**config.mk**
```make
export PLATFORM = sky130hd
export DESIGN_NAME = ats_timer
export DESIGN_NICKNAME = d
export VERILOG_FILES = /design/src/design/ats_upd_slot.v /design/src/design/ats_prescaler.v /design/src/design/ats_timer.v
export VERILOG_INCLUDE_DIRS = /design/src /design/src/design
export SDC_FILE = /design/constraint.sdc
export NUM_CORES = 1
export LEC_CHECK = 0
export BUFFER_PORTS_ARGS = -buffer_cell sky130_fd_sc_hd__buf_2
export CAP_MARGIN = 20
export CORE_MARGIN = 1.5
export CORE_UTILIZATION = 45
export DETAILED_ROUTE_END_ITERATION = 7
export PLACE_DENSITY_LB_ADDON = 0.3
export SETUP_SLACK_MARGIN = 0.5
export SYNTH_ARGS = -nofsm -noshare
export SYNTH_HDL_FRONTEND = slang
export SYNTH_SLANG_ARGS = --single-unit
```
**constraint.sdc**
```tcl
create_clock -name pclk -period 2.7 [get_ports pclk]
set_clock_uncertainty 0.2 [all_clocks]
set_input_delay 0.405 -clock pclk [delete_from_list [all_inputs] [get_ports pclk]]
set_output_delay 0.405 -clock pclk [all_outputs]
set_load 0.005 [all_outputs]
```
**src/design/ats_defines.vh**
```
// Register map, field positions, reset values and timing counts of the timer
`ifndef ATS_DEFINES_VH
`define ATS_DEFINES_VH

// ****************************************
// Register byte offsets
// ****************************************
`define ATS_OFF_CTRL_A 8'hb0
`define ATS_OFF_CTRL_B 8'hb4
`define ATS_OFF_COUNT 8'hb8
`define ATS_OFF_CMP_A 8'hbc
`define ATS_OFF_CMP_B 8'hc0
`define ATS_OFF_ASYNC_STAT 8'hc4
`define ATS_OFF_GEN_CTRL 8'hc8
`define ATS_OFF_FLAGS 8'hcc
`define ATS_OFF_IRQ_EN 8'hd0

// ****************************************
// Field positions
// ****************************************
`define ATS_CTLB_FORCE_A 7
`define ATS_CTLB_FORCE_B 6
`define ATS_CTLB_WGM_HI 3
`define ATS_STAT_AS 5
`define ATS_STAT_CNT_UB 4
`define ATS_STAT_CMPA_UB 3
`define ATS_STAT_CMPB_UB 2
`define ATS_STAT_CTLA_UB 1
`define ATS_STAT_CTLB_UB 0
`define ATS_GEN_PSR 1
`define ATS_FLAG_OVF 0
`define ATS_FLAG_CMPA 1
`define ATS_FLAG_CMPB 2

// ****************************************
// Reset values and counts
// ****************************************
`define ATS_RST_BYTE 8'h00
`define ATS_MAX 8'hff
`define ATS_BOTTOM 8'h00
`define ATS_XFER_LAST 2'd1
`define ATS_MODE_PC_FF 3'd1
`define ATS_MODE_CTC 3'd2
`define ATS_MODE_FAST_FF 3'd3
`define ATS_MODE_PC_OCR 3'd5
`define ATS_MODE_FAST_OCR 3'd7

`endif

```
**src/design/ats_upd_slot.v**
```verilog
// Temporary holding register with update-busy flag for one timer register
`timescale 1ns/10ps
`default_nettype none
`include "ats_defines.vh"

module ats_upd_slot #(
    parameter W = 8
) (
    input wire pclk,
    input wire presetn,
    input wire wr_async,
    input wire wr_sync,
    input wire [W-1:0] wdata,
    input wire xtal_edge,
    output wire busy,
    output wire load,
    output wire [W-1:0] value
);

    reg [W-1:0] tmp_r;
    reg busy_r;
    reg [1:0] edges_r;
    wire done;

    // Second crystal edge after the write moves the value on
    assign done = busy_r & xtal_edge & (edges_r == `ATS_XFER_LAST); // RQ3

    always @(posedge pclk or negedge presetn) begin
        if (!presetn) begin
            tmp_r <= {W{1'b0}};
            busy_r <= 1'b0;
            edges_r <= 2'd0;
        end else if (wr_async) begin
            // A new write wins over a completing transfer
            tmp_r <= wdata; // RQ4
            busy_r <= 1'b1; // RQ6
            edges_r <= 2'd0;
        end else if (busy_r && xtal_edge) begin
            if (done) begin
                busy_r <= 1'b0; // RQ6
            end
            edges_r <= edges_r + 2'd1;
        end
    end

    assign busy = busy_r; // RQ5
    assign load = wr_sync | done;
    assign value = wr_sync ? wdata : tmp_r;

endmodule // ats_upd_slot

`default_nettype wire

```
**src/design/ats_prescaler.v**
```verilog
// Timer prescaler with selectable divide ratio and reset
`timescale 1ns/10ps
`default_nettype none

module ats_prescaler #(
    parameter PW = 10
) (
    input wire pclk,
    input wire presetn,
    input wire src_tick,
    input wire clear,
    input wire [2:0] sel,
    output reg tick
);

    reg [PW-1:0] cnt_r;

    always @(posedge pclk or negedge presetn) begin
        if (!presetn) begin
            cnt_r <= {PW{1'b0}};
        end else if (clear) begin
            cnt_r <= {PW{1'b0}}; // RQ18
        end else if (src_tick) begin
            cnt_r <= cnt_r + {{(PW-1){1'b0}}, 1'b1};
        end
    end

    always @* begin
        case (sel) // RQ17 RQ27
            3'd0: tick = 1'b0;
            3'd1: tick = src_tick;
            3'd2: tick = src_tick & (&cnt_r[2:0]);
            3'd3: tick = src_tick & (&cnt_r[4:0]);
            3'd4: tick = src_tick & (&cnt_r[5:0]);
            3'd5: tick = src_tick & (&cnt_r[6:0]);
            3'd6: tick = src_tick & (&cnt_r[7:0]);
            default: tick = src_tick & (&cnt_r[9:0]);
        endcase
    end

endmodule // ats_prescaler

`default_nettype wire

```
**src/design/ats_timer.v**
```verilog
// Asynchronously clocked 8-bit timer with channel A compare output
//
// Overview of operation
// RQ1: Software quiesces timer before switching clock source
// RQ2: Processor clock exceeds four times crystal rate
// RQ3: Async writes land after two crystal edges
// RQ4: Each of five registers owns a temporary
// RQ5: Status shows pending transfers; no rewrite meanwhile
// RQ6: Busy set on write, cleared on transfer
// RQ7: Pending count or compare write blocks match
// RQ8: Wait busy clear before timer-woken sleep
// RQ9: Wait one crystal cycle before re-sleeping
// RQ10: Oscillator runs except power-down and standby
// RQ11: Registers lost after power-up; wait second
// RQ12: Wake-up starts on next timer cycle
// RQ13: Count read via register refreshed per edge
// RQ14: Wait busy clear before reading count
// RQ15: Flags take three cycles plus timer cycle
// RQ16: Async select moves source to crystal pin
// RQ17: Prescaler gives 1,8,32,64,128,256,1024, stop
// RQ18: Prescaler reset bit clears prescaler phase
// RQ19: Control A fields at 7:6, 5:4, 1:0
// RQ20: Nonzero output mode overrides port function
// RQ21: Non-PWM modes: off, toggle, clear, set
// RQ22: Fast PWM output modes per table
// RQ23: Fast PWM compare at TOP acts at bottom
// RQ24: Phase-correct output modes per count direction
// RQ25: Phase-correct compare at TOP acts at TOP
// RQ26: Waveform mode encoding with two TOP sources
// RQ27: Clock select encoding stop, 1, then dividers
`timescale 1ns/10ps
`default_nettype none
`include "ats_defines.vh"

module ats_timer (
    input wire pclk,
    input wire presetn,
    input wire psel,
    input wire penable,
    input wire pwrite,
    input wire [7:0] paddr,
    input wire [31:0] pwdata,
    output reg [31:0] prdata,
    output reg pready,
    output reg pslverr,
    input wire xtal_in_pin,
    input wire sleep_power_down,
    input wire sleep_standby,
    output reg compare_out_a_pin,
    output reg compare_out_a_override,
    output reg xtal_port_disconnect,
    output reg osc_enable,
    output reg wake_req
);

    // ****************************************
    // Declarations
    // ****************************************
    reg xtal_meta_r;
    reg xtal_sync_r;
    reg xtal_prev_r;
    reg async_r;
    reg [7:0] count_r;
    reg count_down_r;
    reg [7:0] count_rd_r;
    reg [7:0] cmp_a_r;
    reg [7:0] cmp_b_r;
    reg [7:0] ctrl_a_r;
    reg [3:0] ctrl_b_r;
    reg [2:0] flags_r;
    reg [2:0] irq_en_r;
    reg [2:0] pend_r;
    reg [2:0] stg0_r;
    reg [2:0] stg1_r;
    reg [2:0] stg2_r;
    reg block_cmp_r;
    reg force_a_r;
    reg out_a_r;
    reg [7:0] count_nxt;
    reg count_down_nxt;
    reg out_a_nxt;
    reg [7:0] rd_nxt;
    reg map_hit;
    wire xtal_edge;
    wire src_tick;
    wire tick;
    wire wr_en;
    wire [7:0] wbyte;
    wire [4:0] wr_hit;
    wire [4:0] slot_busy;
    wire [4:0] slot_load;
    wire [7:0] v_cnt;
    wire [7:0] v_cmpa;
    wire [7:0] v_cmpb;
    wire [7:0] v_ctla;
    wire [7:0] v_ctlb;
    wire psr_wr;
    wire [1:0] com_a;
    wire [2:0] mode;
    wire [7:0] top;
    wire fast;
    wire pcor;
    wire at_top;
    wire hit_a;
    wire hit_b;
    wire ovf_evt;
    wire [2:0] evt;
    wire [2:0] flag_set;

    // ****************************************
    // Crystal pin synchroniser
    // ****************************************
    always @(posedge pclk or negedge presetn) begin
        if (!presetn) begin
            xtal_meta_r <= 1'b0;
            xtal_sync_r <= 1'b0;
            xtal_prev_r <= 1'b0;
        end else begin
            xtal_meta_r <= xtal_in_pin;
            xtal_sync_r <= xtal_meta_r;
            xtal_prev_r <= xtal_sync_r;
        end
    end

    // Edge sampling only holds while pclk is over four times the crystal
    assign xtal_edge = xtal_sync_r & ~xtal_prev_r; // RQ2

    // ****************************************
    // APB access
    // ****************************************
    assign wr_en = psel & penable & pwrite & pready;
    assign wbyte = pwdata[7:0];
    assign wr_hit[0] = wr_en & (paddr == `ATS_OFF_COUNT);
    assign wr_hit[1] = wr_en & (paddr == `ATS_OFF_CMP_A);
    assign wr_hit[2] = wr_en & (paddr == `ATS_OFF_CMP_B);
    assign wr_hit[3] = wr_en & (paddr == `ATS_OFF_CTRL_A);
    assign wr_hit[4] = wr_en & (paddr == `ATS_OFF_CTRL_B);
    assign psr_wr = wr_en & (paddr == `ATS_OFF_GEN_CTRL) & wbyte[`ATS_GEN_PSR];

    always @* begin
        rd_nxt = `ATS_RST_BYTE;
        map_hit = 1'b1;
        case (paddr)
            `ATS_OFF_CTRL_A: rd_nxt = ctrl_a_r;
            `ATS_OFF_CTRL_B: rd_nxt = {4'h0, ctrl_b_r};
            `ATS_OFF_COUNT: rd_nxt = count_rd_r; // RQ13
            `ATS_OFF_CMP_A: rd_nxt = cmp_a_r;
            `ATS_OFF_CMP_B: rd_nxt = cmp_b_r;
            `ATS_OFF_ASYNC_STAT: rd_nxt = {2'b00, async_r, slot_busy[0], slot_busy[1],
                slot_busy[2], slot_busy[3], slot_busy[4]}; // RQ5
            `ATS_OFF_GEN_CTRL: rd_nxt = `ATS_RST_BYTE;
            `ATS_OFF_FLAGS: rd_nxt = {5'h00, flags_r};
            `ATS_OFF_IRQ_EN: rd_nxt = {5'h00, irq_en_r};
            default: map_hit = 1'b0;
        endcase
    end

    // One wait-free access phase; answer registered in the setup cycle
    always @(posedge pclk or negedge presetn) begin
        if (!presetn) begin
            prdata <= 32'h0000_0000;
            pready <= 1'b0;
            pslverr <= 1'b0;
        end else begin
            pready <= psel & ~penable;
            if (psel && !penable) begin
                prdata <= {24'h00_0000, rd_nxt};
                pslverr <= ~map_hit;
            end
        end
    end

    // ****************************************
    // Write holding slots
    // ****************************************
    genvar gi;
    generate
        for (gi = 0; gi < 5; gi = gi + 1) begin : g_slot
            wire [7:0] sv;
            ats_upd_slot #(.W(8)) u_slot (
                .pclk(pclk),
                .presetn(presetn),
                .wr_async(wr_hit[gi] & async_r), // RQ3 RQ4
                .wr_sync(wr_hit[gi] & ~async_r),
                .wdata(wbyte),
                .xtal_edge(xtal_edge),
                .busy(slot_busy[gi]),
                .load(slot_load[gi]),
                .value(sv)
            );
        end
    endgenerate

    assign v_cnt = g_slot[0].sv;
    assign v_cmpa = g_slot[1].sv;
    assign v_cmpb = g_slot[2].sv;
    assign v_ctla = g_slot[3].sv;
    assign v_ctlb = g_slot[4].sv;

    // ****************************************
    // Configuration registers
    // ****************************************
    always @(posedge pclk or negedge presetn) begin
        if (!presetn) begin
            async_r <= 1'b0;
            cmp_a_r <= `ATS_RST_BYTE;
            cmp_b_r <= `ATS_RST_BYTE;
            ctrl_a_r <= `ATS_RST_BYTE;
            ctrl_b_r <= 4'h0;
            irq_en_r <= 3'b000;
            force_a_r <= 1'b0;
        end else begin
            if (wr_en && paddr == `ATS_OFF_ASYNC_STAT) begin
                async_r <= wbyte[`ATS_STAT_AS]; // RQ16
            end
            if (wr_en && paddr == `ATS_OFF_IRQ_EN) begin
                irq_en_r <= wbyte[2:0];
            end
            if (slot_load[1]) begin
                cmp_a_r <= v_cmpa;
            end
            if (slot_load[2]) begin
                cmp_b_r <= v_cmpb;
            end
            if (slot_load[3]) begin
                ctrl_a_r <= {v_ctla[7:4], 2'b00, v_ctla[1:0]}; // RQ19
            end
            if (slot_load[4]) begin
                ctrl_b_r <= v_ctlb[3:0];
            end
            // Force strobe is never stored, it only waits for the next tick
            if (slot_load[4] && v_ctlb[`ATS_CTLB_FORCE_A]) begin
                force_a_r <= 1'b1;
            end else if (tick) begin
                force_a_r <= 1'b0;
            end
        end
    end

    // ****************************************
    // Clock source and prescaler
    // ****************************************
    assign src_tick = async_r ? xtal_edge : 1'b1; // RQ16

    ats_prescaler #(.PW(10)) u_presc (
        .pclk(pclk),
        .presetn(presetn),
        .src_tick(src_tick),
        .clear(psr_wr), // RQ18
        .sel(ctrl_b_r[2:0]),
        .tick(tick)
    );

    // ****************************************
    // Counter and waveform mode
    // ****************************************
    assign com_a = ctrl_a_r[7:6];
    assign mode = {ctrl_b_r[`ATS_CTLB_WGM_HI], ctrl_a_r[1:0]};
    assign top = mode[2] ? cmp_a_r : `ATS_MAX; // RQ26
    assign fast = (mode == `ATS_MODE_FAST_FF) | (mode == `ATS_MODE_FAST_OCR);
    assign pcor = (mode == `ATS_MODE_PC_FF) | (mode == `ATS_MODE_PC_OCR);
    assign at_top = (count_r == top);

    always @* begin
        count_nxt = count_r + 8'h01;
        count_down_nxt = 1'b0;
        if (pcor) begin
            if (!count_down_r && at_top) begin
                count_nxt = count_r - 8'h01;
                count_down_nxt = 1'b1;
            end else if (count_down_r && count_r != `ATS_BOTTOM) begin
                count_nxt = count_r - 8'h01;
                count_down_nxt = 1'b1;
            end
        end else if ((mode == `ATS_MODE_CTC || fast) && at_top) begin
            count_nxt = `ATS_BOTTOM; // RQ26
        end
    end

    // Pending count or compare writes mask the match of that channel
    assign hit_a = (count_r == cmp_a_r) & ~block_cmp_r & ~slot_busy[0] & ~slot_busy[1]; // RQ7
    assign hit_b = (count_r == cmp_b_r) & ~block_cmp_r & ~slot_busy[0] & ~slot_busy[2]; // RQ7
    assign ovf_evt = pcor ? (count_down_r && count_r == `ATS_BOTTOM) :
        (mode == `ATS_MODE_FAST_OCR) ? at_top : (count_r == `ATS_MAX);
    assign evt = {3{tick}} & {hit_b, hit_a, ovf_evt};

    always @(posedge pclk or negedge presetn) begin
        if (!presetn) begin
            count_r <= `ATS_RST_BYTE;
            count_down_r <= 1'b0;
            count_rd_r <= `ATS_RST_BYTE;
            block_cmp_r <= 1'b0;
        end else begin
            if (slot_load[0]) begin
                count_r <= v_cnt;
                count_down_r <= 1'b0;
            end else if (tick) begin
                count_r <= count_nxt;
                count_down_r <= count_down_nxt;
            end
            // A fresh count value must not match on the very next tick
            if (slot_load[0]) begin
                block_cmp_r <= 1'b1;
            end else if (tick) begin
                block_cmp_r <= 1'b0;
            end
            // Holds the pre-sleep value until a crystal edge refreshes it
            if (!async_r || xtal_edge) begin
                count_rd_r <= count_r; // RQ13
            end
        end
    end

    // ****************************************
    // Channel A compare output
    // ****************************************
    always @* begin
        out_a_nxt = out_a_r;
        if (fast) begin
            if (com_a == 2'b01) begin
                if (mode[2] && hit_a) begin
                    out_a_nxt = ~out_a_r; // RQ22
                end
            end else if (com_a[1]) begin
                if (at_top) begin
                    out_a_nxt = ~com_a[0]; // RQ22 RQ23
                end else if (hit_a && cmp_a_r != top) begin
                    out_a_nxt = com_a[0]; // RQ23
                end
            end
        end else if (pcor) begin
            if (com_a == 2'b01) begin
                if (mode[2] && hit_a) begin
                    out_a_nxt = ~out_a_r; // RQ24
                end
            end else if (com_a[1]) begin
                if (cmp_a_r == top) begin
                    if (at_top && !count_down_r) begin
                        out_a_nxt = ~com_a[0]; // RQ25
                    end
                end else if (hit_a) begin
                    out_a_nxt = count_down_r ? ~com_a[0] : com_a[0]; // RQ24
                end
            end
        end else if (hit_a || force_a_r) begin
            case (com_a) // RQ21
                2'b01: out_a_nxt = ~out_a_r;
                2'b10: out_a_nxt = 1'b0;
                2'b11: out_a_nxt = 1'b1;
                default: out_a_nxt = out_a_r;
            endcase
        end
    end

    // Pin follows the timer tick directly, no processor-side resync
    always @(posedge pclk or negedge presetn) begin
        if (!presetn) begin
            out_a_r <= 1'b0;
            compare_out_a_pin <= 1'b0;
            compare_out_a_override <= 1'b0;
        end else begin
            if (tick) begin
                out_a_r <= out_a_nxt; // RQ15
            end
            compare_out_a_pin <= tick ? out_a_nxt : out_a_r;
            compare_out_a_override <= (com_a != 2'b00); // RQ20
        end
    end

    // ****************************************
    // Interrupt flags and wake-up
    // ****************************************
    // Async: pend until next timer tick, then three pclk stages
    assign flag_set = async_r ? stg2_r : evt; // RQ15

    always @(posedge pclk or negedge presetn) begin
        if (!presetn) begin
            pend_r <= 3'b000;
            stg0_r <= 3'b000;
            stg1_r <= 3'b000;
            stg2_r <= 3'b000;
            flags_r <= 3'b000;
            wake_req <= 1'b0;
        end else begin
            pend_r <= tick ? evt : pend_r;
            stg0_r <= tick ? pend_r : 3'b000; // RQ15
            stg1_r <= stg0_r;
            stg2_r <= stg1_r;
            // Set wins over a write-one clear in the same cycle
            if (wr_en && paddr == `ATS_OFF_FLAGS) begin
                flags_r <= (flags_r & ~wbyte[2:0]) | flag_set;
            end else begin
                flags_r <= flags_r | flag_set;
            end
            if (async_r) begin
                wake_req <= tick & (|(pend_r & irq_en_r)); // RQ12
            end else begin
                wake_req <= |(evt & irq_en_r);
            end
        end
    end

    // ****************************************
    // Pin and oscillator control
    // ****************************************
    always @(posedge pclk or negedge presetn) begin
        if (!presetn) begin
            xtal_port_disconnect <= 1'b0;
            osc_enable <= 1'b0;
        end else begin
            xtal_port_disconnect <= async_r; // RQ16
            osc_enable <= async_r & ~sleep_power_down & ~sleep_standby; // RQ10
        end
    end

endmodule // ats_timer

`default_nettype wire

```
Yosys cells after proc, flatten, opt, wreduce, memory -nomap -nowiden
Index checks and enable logic that the tools add are counted.
{ "word_totals": {"register_bits": 147, "latchBits": 0, "mem_bits_rw": 0, "mem_bits_ro": 0, "memories": 0} }
{ "classes": {"eq_ne": 39, "n_shift": 0, "reduce_logical": 56, "n_div": 0, "multipliers": 0, "bitwise": 73, "order_cmp": 0, "muxes": 72, "add_sub_neg": 8} }
{ "ops": {"columns": ["op", "count"], "rows": [
  ["8-bit 2-to-1 mux", 12],
  ["8-bit equality test (second input constant)", 10],
  ["8-bit one-hot mux with 8 select lines", 1],
  ["1-bit bitwise AND", 47],
  ["1-bit 2-to-1 mux", 42],
  ["8-bit equality test", 4],
  ["2-bit nonzero test", 14],
  ["10-bit 2-to-1 mux", 2],
  ["2-bit 2-to-1 mux", 10],
  ["1-bit logical AND", 16],
  ["8-bit AND reduction", 2],
  ["3-bit equality test (second input constant)", 5],
  ["3-bit bitwise AND", 4],
  ["2-bit by 1-bit equality test with 1-bit output (second input constant)", 6],
  ["3-bit by 2-bit equality test with 1-bit output (second input constant)", 4],
  ["1-bit inverter", 12],
  ["10-bit by 1-bit adder with 10-bit output (second input constant)", 1],
  ["2-bit by 1-bit adder with 2-bit output (second input constant)", 5],
  ["10-bit AND reduction", 1],
  ["2-bit AND reduction", 5],
  ["3-bit 2-to-1 mux", 3],
  ["9-bit OR reduction", 1],
  ["8-bit by 1-bit adder with 8-bit output (second input constant)", 1],
  ["8-bit logical NOT", 1],
  ["24 further kinds", 39]
]} }

Depth between registers and ports, before layout
Gate-level depths: netlist of run 1.
{ "depth": {"depth_word": 10, "depth_mapped": 11, "ltp_nobuf": 10} }

Hierarchy
A second synthesis of run 1 with hierarchy kept.
{ "hier_totals": {"hier_cells": 716, "hier_area_um2": 7880.1} }
{ "by_module_without_submodules": {"columns": ["mod", "area_per_inst_um2", "instances", "seq_area_each_um2", "cells_per_inst"], "rows": [
  ["ats_timer", 4529.3, 1, 2052.0, 463],
  ["ats_upd_slot", 551.8, 5, 275.3, 39],
  ["ats_prescaler", 591.8, 1, 250.2, 58]
]} }

Worst setup path after synthesis of run 1
No wires, ideal clock.
{ "synth_timing": {"path_type": "register to register", "startpoint": "reg u_presc.cnt_r[0]", "endpoint": "reg out_a_r", "synth_period_minus_slack_ns": 2.536, "arrival_ns": 2.212, "setup_ns": 0.125, "stages_incl_launch_ff": 10, "setup_slack_ns": 0.164, "path_cell_list": "dfrtp_1 > ha_1 > and3_1 > ha_1 > and3b_1 > a2111oi_0 > a41oi_1 > clkbuf_1 > a2111oi_2 > mux2_2"} }
{ "synth_between": {"elab_chain_len": 4, "word_cells_on_any_way": 14, "classes_between": "mux: 1; bitwise: 6; reduce/logical: 7"} }
{ "synth_lines": {"columns": ["item", "line", "text"], "rows": [
  ["start, declared", "ats_prescaler.v:16", "reg [PW-1:0] cnt_r;"],
  ["start signal, assigned", "ats_prescaler.v:20", "cnt_r <= {PW{1'b0}};"],
  ["start signal, assigned", "ats_prescaler.v:22", "cnt_r <= {PW{1'b0}};"],
  ["start signal, assigned", "ats_prescaler.v:24", "cnt_r <= cnt_r + {{(PW-1){1'b0}}, 1'b1};"],
  ["10-bit AND reduction, or another cell as far along", "ats_prescaler.v:37", "default: tick = src_tick & (&cnt_r[9:0]);"],
  ["1-bit bitwise AND, or another cell as far along", "ats_prescaler.v:37", null],
  ["1-bit one-hot mux with 7 select lines (*)", "ats_prescaler.v:29", "case (sel)"],
  ["8-bit AND reduction (no line) (*)", null, null],
  ["end signal, assigned", "ats_timer.v:363", "out_a_r <= out_a_nxt;"],
  ["end, declared", "ats_timer.v:78", "reg out_a_r;"]
]} }
Every way passes the cells marked *; elsewhere a longest branch is shown, timed or not.
A chain may end at the register's enable or synchronous reset.

Final worst setup path of run 1
{ "layout_timing": {"startpoint": "reg u_presc.cnt_r[0]", "endpoint": "reg count_r[3]"} }
{ "layout_between": {"elab_chain_len": 4, "word_cells_on_any_way": 14, "classes_between": "mux: 1; bitwise: 6; reduce/logical: 7"} }
{ "layout_lines": {"columns": ["item", "line", "text"], "rows": [
  ["10-bit AND reduction, or another cell as far along", "ats_prescaler.v:37", null],
  ["1-bit bitwise AND, or another cell as far along", "ats_prescaler.v:37", null],
  ["1-bit one-hot mux with 7 select lines (*)", "ats_prescaler.v:29", null],
  ["2-bit nonzero test (no line) (*)", null, null],
  ["end signal, assigned", "ats_timer.v:289", "count_r <= `ATS_RST_BYTE;"],
  ["end signal, assigned", "ats_timer.v:295", "count_r <= v_cnt;"],
  ["end signal, assigned", "ats_timer.v:298", "count_r <= count_nxt;"],
  ["end, declared", "ats_timer.v:63", "reg [7:0] count_r;"]
]} }
Marked as above.

==> results by group, run 1 <==
Critical path
  – Critical R2R Launch: u_presc.cnt_r[0]$_DFFE_PN0P_
  – Crit end category: flop
  – Crit path kind: flop to flop
  – Worst setup path start: u_presc.cnt_r[0]$_DFFE_PN0P_
  – Startpoint types: flop
  – Worst path max stage delay: 0.35 ns
  – Cells along the critical path: ha_2 -> and3_4 -> ha_4 -> and3b_2 -> a2111oi_4 -> a41oi_4 -> buf_6 -> or3_4 -> a211o_1 -> nand3_1
  – Slowest cell on the critical path: dfrtp_1
  – Crit path max-delay family: simple AND/OR/NAND/NOR gates
  – CP Buf/Inv Count: 1
  – WP data required: 2.85 ns
  – Arrival @ worst endpoint: 2.72 ns
  – Worst-path fanout max: 4

Floorplanning
  – Initial core utilization: 0.459
  – Row cnt: 47
  – Core area: 16500 um2
  – Die width: 133 um
  – Die Area: 17600 um2
  – Die H: 133 um
  – I/O Pins: 87

Timing
  – Worst Tran Pin Value: slightly below 0.7 ns
  – Rel. slew slack: 0.536
  – RSZ-0062 raised after global routing: yes
  – Setup-failing EPs final: 0
  – Final worst path period share: 0.953
  – Final Hold Slack: approximately 0.10 ns
  – Hold Fails Final Rpt: 0
  – Post-layout min period: 2.57 ns
  – Max Slew Vio Count: 0
  – Fmax: between 0.3 and 0.4 GHz
  – Final TNS setup: 0 ns

Outcome
  – Status: completed

Place
  – Number of I/O port buffers: 38
  – Gp weighted congestion: ~0.93
  – HPWL after DPL: 14800 um
  – Placed cell areas: 8400 um2
  – Inst Count DP: around 1000

Detailed routing
  – Antenna Nets Post-Route: 0
  – Wirelength per Cell: 19.3 um
  – WL final: 21500 um
  – Via count: 6365
  – Drt drc: 0
  – Drt first pass iters: 5
  – Via density: 5.72
  – Iter 0 DRT Violations: 511

Clocking
  – Clock Latency Late Sink: 0.42 ns
  – CTS max path bufs: 2
  – CTS Sinks: 142
  – Reg clk slew, reported paths: 0.06 ns
  – CTS root buffer: clkbuf_16
  – CTS tree: done
  – TritonCTS Buffers: 17
  – H-tree depth: 4

Cells and area
  – N_diodes: 0
  – Fraction of layout cells with a size suffix above 1: 0.331
  – Fill cells: 1403
  – Final nets: 939
  – Layout Cells excl Fill: 1113
  – Cell area after layout: 9640 um2
  – Area growth from synthesis to layout: 27.1%

Global routing
  – Met3 Use GR: 0.0533
  – Initial antenna violation count: 0
  – Gr ovfl total: 0
  – Largest net degree at the start of global routing: 75
  – GRT Util Overall: 0.249
  – Met1 usage: 0.340
  – Vias in the first global route: 6146
  – Met2 global-route usage: 0.385
  – Global-route wire length before repair: between 30000 and 40000 um
  – Top Usage Layer GRT: met2

Yosys
  – Syn Inst Count: 764
  – YS warnings: 0
  – Synth Area per Inst: 9.93 um2
  – Number of flops mapped to enable cells by yosys: 0
  – Async set-reset flop share out of synthesis: 1.00
  – Flops & latches, synth: around 140
  – Main flop type after synthesis: dfrtp_1
  – Sequential fraction of the synthesis area: 0.469
  – Cell area after synthesis: approximately 7600 um2
  – Synth cell types: 78

Power
  – Power per cell area: 614 nW/um2
  – Pwr Total: a little under 6 mW
  – Leak: 4.47 nW
  – Peak VDD IR: 0.531 mV

Worst hold path
  – Hold path start: pwdata[6]
  – Tightest Hold Check Type: input port to flop

Flow run
  – Number of max-cap violations: 0
## path summary, 6_finish.rpt
path,depth (start not counted),slack (ns),to
worst max-delay path,10,0.13,count_r[3]$_DFFE_PN0P_
worst min-delay path,3,0.10,g_slot[0].u_slot.tmp_r[6]$_DFFE_PN0P_
worst max register to register,10,0.13,count_r[3]$_DFFE_PN0P_
worst min register to register,0,0.14,stg2_r[0]$_DFF_PN0_
max in group asynchronous,3,1.22,cmp_a_r[6]$_DFFE_PN0P_
min in group asynchronous,2,0.39,g_slot[2].u_slot.edges_r[0]$_DFFE_PN0P_
## tightest hold or removal path: cells and delay by family
kind                   cells  cell delay, ns
buffers and inverters      1            0.17
AND/OR/NAND/NOR            2            0.12
## Yosys cell counts (15+ instances only)
master | count | share of area
dfrtp_1 | 142 | 0.47
nand3_1 | 23 | 0.015
xor2_1 | 16 | 0.018
mux2_2 | 42 | 0.062
a21oi_1 | 42 | 0.028
nor2_1 | 64 | 0.032
nand4_1 | 15 | 0.012
mux2i_1 | 32 | 0.042
o21ai_0 | 35 | 0.023
buf_4 | 26 | 0.026
clkbuf_1 | 27 | 0.013
inv_1 | 22 | 0.011
nand2_1 | 88 | 0.044
## registers in the layout (all words and copies together), names as in the netlist, 4 cells and up
signal / flops
cmp_a_r: 8
cmp_b_r: 8
count_r: 8
count_rd_r: 8
ctrl_a_r: 6
ctrl_b_r: 4
g_slot.u_slot.busy: 5
g_slot.u_slot.edges_r: 10
g_slot.u_slot.tmp_r: 35
prdata: 8
u_presc.cnt_r: 10
## final cells by class
type / count / area [um2] / share of cell area
clock buffer: 21 / 470 / 0.0488
clock inverter: 11 / 108 / 0.0112
inverter: 24 / 92.6 / 0.00961
multi-input combinational: 557 / 4090 / 0.425
sequential: 142 / 3560 / 0.370
tap: 220 / 275 / 0.0286
timing repair buffer: 138 / 1030 / 0.107
## metrics by stage
stage                     setup slack [ns]  utilization
after detailed placement           -0.0795        0.508
after global routing                0.0500        0.583
after global placement             -0.0503        0.508
after floorplan                      0.273            -
final                                0.127        0.583
after CTS                            0.175        0.571
## layout by cell type (no fill, tap or decap), drive strengths merged, types with 11 or more instances in the layout
master / count
dfrtp: 142
buf: 134
nand2: 90
nor2: 65
a21oi: 42
mux2: 42
o21ai: 37
mux2i: 32
inv: 27
conb: 24
nand3: 23
clkbuf: 21
xor2: 16
nand4: 15
nand2b: 13
and3: 13
ha: 11
nor3: 11
## cells by family (layout without fill, tap and decap cells)
group | after synthesis | in the layout | share of synthesized area
AND/OR/NAND/NOR | 266 | 266 | 0.173
AO/OA/AOI/OAI | 157 | 157 | 0.145
flip-flops | 142 | 142 | 0.469
buffers and inverters | 88 | 194 | 0.0574
multiplexers | 76 | 76 | 0.111
XOR/XNOR | 23 | 23 | 0.0266
adder cells (fa/ha/maj) | 11 | 11 | 0.0181
other | 1 | 24 | 0.000494
## power breakdown
part	total, mW	switching (mW)	internal (mW)
clock network	2.28	0.926	1.35
registers	2.45	0.165	2.29
logic	1.19	0.655	0.540
total	5.92	1.75	4.18
## per-layer routing
metal / routed length, um / up-vias
met4: 653 / 0
li1: - / 2921
met3: 1340 / 49
met2: 10200 / 260
met5: 0 / -
met1: 9320 / 3135
## what timing repair did
action	in CTS	in global routing
hold buffers	4	0
pin swaps	17	14
endpoints found under the hold margin	71	0
setup endpoints to repair	31	27
resized for setup	50	34
buffers inserted	28	6
cloned	0	0
No activity file was read; power rests on OpenSTA's default activity.
==> run 2: changes to the inputs <==
Settings changed: ABC_AREA set to 1.
==> run 2 against run 1 <==
Net effect:
- clock power grew 4%
- synthesized area is 1.5% higher
- non-clock buffer count is 61 lower
- global-route usage rose by 0.059 points
- critical endpoint is now count_r[4]$_DFFE_PN0P_
==> results by group, run 2 <==
Outcome
  – Status: completed

Floorplanning
  – I/O Pins: 87
  – Initial core utilization: 0.463
  – Core area: between 15000 and 20000 um2
  – Die width: 134 um
  – Row cnt: between 40 and 50
  – Die Area: 17900 um2
  – Die H: 134 um

Critical path
  – Crit end category: flop
  – Crit path kind: flop to flop
  – R2R Setup Slk: roughly 0.57 ns
  – Worst setup path start: u_presc.cnt_r[1]$_DFFE_PN0P_
  – Worst-path fanout max: 5
  – WP data required: 2.82 ns
  – Startpoint types: flop
  – Critical R2R Launch: u_presc.cnt_r[1]$_DFFE_PN0P_
  – Reg-to-Reg End: count_r[4]$_DFFE_PN0P_
  – Arrival @ worst endpoint: 2.25 ns
  – Reg2Reg Depth: 15

Global routing
  – Met1 usage: 0.349
  – Gr ovfl total: 0
  – Met3 Use GR: 0.0620
  – GRT Util Overall: 0.249
  – Top Usage Layer GRT: met2
  – Global-route wire length before repair: 34000 um
  – Initial antenna violation count: 0
  – Met2 global-route usage: 0.366
  – Largest net degree at the start of global routing: 58
  – Vias in the first global route: around 6300

Cells and area
  – Most frequent cells in the layout: 239 x nand2_1, 138 x dfrtp_1, 100 x inv_1
  – Most flop-heavy register: g_slot.u_slot.tmp_r
  – Fraction of layout cells with a size suffix above 1: 0.177
  – Cell area after layout: 8960 um2
  – Final core utilization: 0.539
  – Number of flip-flops in the largest register: 35
  – Area growth from synthesis to layout: 16.4%
  – Commonest non-fill, non-tap cell in the layout: nand2_1
  – Top flop regs: g_slot.u_slot.tmp_r: 35 flops, g_slot.u_slot.edges_r: 10 flops, u_presc.cnt_r: 10 flops
  – Final nets: roughly 1100
  – N_diodes: 0
  – Fill cells: 1541

Clocking
  – CTS max path bufs: 2
  – Reg clk slew, reported paths: around 0.060 ns
  – Clock Latency Late Sink: 0.43 ns
  – CTS tree: done
  – H-tree depth: 4
  – CTS Sinks: 142
  – TritonCTS Buffers: 17
  – CTS root buffer: clkbuf_16

Worst hold path
  – Hold path cells: 3
  – Tightest Hold Check Type: input port to flop
  – Hold path start: penable
  – Hold EP: pready$_DFF_PN0_

Timing
  – Setup-failing EPs final: 0
  – Rel. slew slack: 0.615
  – Hold Fails Final Rpt: 0
  – Final TNS setup: 0 ns
  – RSZ-0062 raised after global routing: yes
  – Final worst path period share: 0.789
  – Post-layout min period: about 2.1 ns
  – Fmax: 0.469 GHz
  – Worst Tran Pin Value: 0.577 ns
  – Max Slew Vio Count: 0

Detailed routing
  – WL final: 21300 um
  – Antenna Nets Post-Route: 0
  – Drt drc: 0
  – Drt first pass iters: 5
  – Via density: 5.38
  – Iter 0 DRT Violations: 643
  – Via count: 6784
  – Wirelength per Cell: 16.9 um

Place
  – HPWL after DPL: 15200 um
  – Number of I/O port buffers: 38
  – Placed cell areas: roughly 8000 um2
  – Gp weighted congestion: 0.959

Yosys
  – Flops & latches, synth: 142
  – YS warnings: 0
  – Count leader, synth: nand2_1
  – Main flop type after synthesis: dfrtp_1
  – Largest cells by area after synthesis: dfrtp_1 46%, nand2_1 12%, nand3_1 5.5%
  – Synth Area per Inst: 8.04 um2
  – Yosys top cell by area: dfrtp_1
  – Sequential fraction of the synthesis area: 0.462
  – Synth cell types: 48
  – Number of flops mapped to enable cells by yosys: 0
  – Cell area after synthesis: 7700 um2
  – Async set-reset flop share out of synthesis: 1.00
  – Post-synth top area share: 0.462
  – Syn Inst Count: 958
  – Commonest cells post-synth: 242 x nand2_1, 142 x dfrtp_1, 104 x inv_1

Flow run
  – Number of max-cap violations: 0

Power
  – Peak VDD IR: 0.425 mV
  – Leak: 4.26 nW
  – Power per cell area: ~690 nW/um2
## run 2: through the flow
stage	hold slack (ns)	setup slack [ns]	power [mW]	std cells
floorplan	-0.0906	0.607	3.38	981
global placement	0.132	0.336	3.68	1215
detailed placement	0.135	0.309	3.73	1215
CTS	0.0966	0.495	6.10	1254
global route	0.110	0.470	6.52	1261
finish	0.109	0.568	6.19	1261
## run 2: where the power goes
group | total [mW] | leakage (nW) | switching, mW | internal, mW
Combinational | 1.26 | 2.11 | 0.777 | 0.483
Clock | 2.37 | 0.279 | 0.952 | 1.41
Sequential | 2.57 | 1.88 | 0.198 | 2.37
Total | 6.19 | 4.26 | 1.93 | 4.27
## run 2: repair_timing
item / 4_1_cts / 5_1_grt
setup buffers: 3 / 6
gates cloned: 0 / 1
hold buffers: 4 / 0
setup endpoints to repair: 13 / 23
gates resized for setup: 4 / 33
pin swaps: 1 / 7
endpoints found under the hold margin: 55 / 0
## run 2: worst max-delay path by stage
| stage | end | slack, ns |
|---|---|---|
| global placement | ctrl_a_r[1]$_DFFE_PN0P_ | 0.34 |
| detailed placement | ctrl_a_r[5]$_DFFE_PN0P_ | 0.31 |
| CTS | count_r[0]$_DFFE_PN0P_ | 0.50 |
| finish | count_r[4]$_DFFE_PN0P_ | 0.57 |
| floorplan | count_r[0]$_DFFE_PN0P_ | 0.61 |
| global route | out_a_r$_DFFE_PN0P_ | 0.47 |
## run 2: routing by layer
layer | up-vias | part of all wire
li1 | 3254 | -
met1 | 3192 | 0.45
met2 | 284 | 0.44
met3 | 54 | 0.076
met4 | 0 | 0.032
met5 | - | 0
## run 2: worst max-delay path, stage by stage (launching register included)
cell and delay [ns]:
dfrtp_1 0.38, ha_2 0.20, nand3_2 0.09, inv_2 0.04
ha_4 0.15, o21ai_2 0.10, nand3_1 0.08, nand2_1 0.07
inv_1 0.05, nand2_2 0.10, inv_4 0.07, nor2_4 0.18
buf_12 0.14, inv_4 0.04, nand2_1 0.06, nand3_1 0.06
## run 2: logic make-up (layout without fill, tap and decap cells)
family | Yosys count | in the layout | synth area share
xor+xnor | 17 | 17 | 0.0193
flops | 142 | 142 | 0.462
mux | 2 | 2 | 0.00260
buf+inv | 177 | 237 | 0.104
simple gates | 449 | 449 | 0.269
fa+ha+maj | 11 | 11 | 0.0179
compound gates | 159 | 159 | 0.125
other cells | 1 | 24 | 0.000487
## run 2: cell type report
cell class | count | area, um2 | area share
Timing Repair Buffer | 77 | 532 | 0.0593
Clock inverter | 12 | 135 | 0.0151
Clock buffer | 20 | 457 | 0.0509
Tap cell | 220 | 275 | 0.0307
Timing Repair inverter | 1 | 6.26 | 0.000698
Inverter | 127 | 488 | 0.0544
Sequential cell | 142 | 3560 | 0.397
Multi-Input combinational cell | 662 | 3510 | 0.392
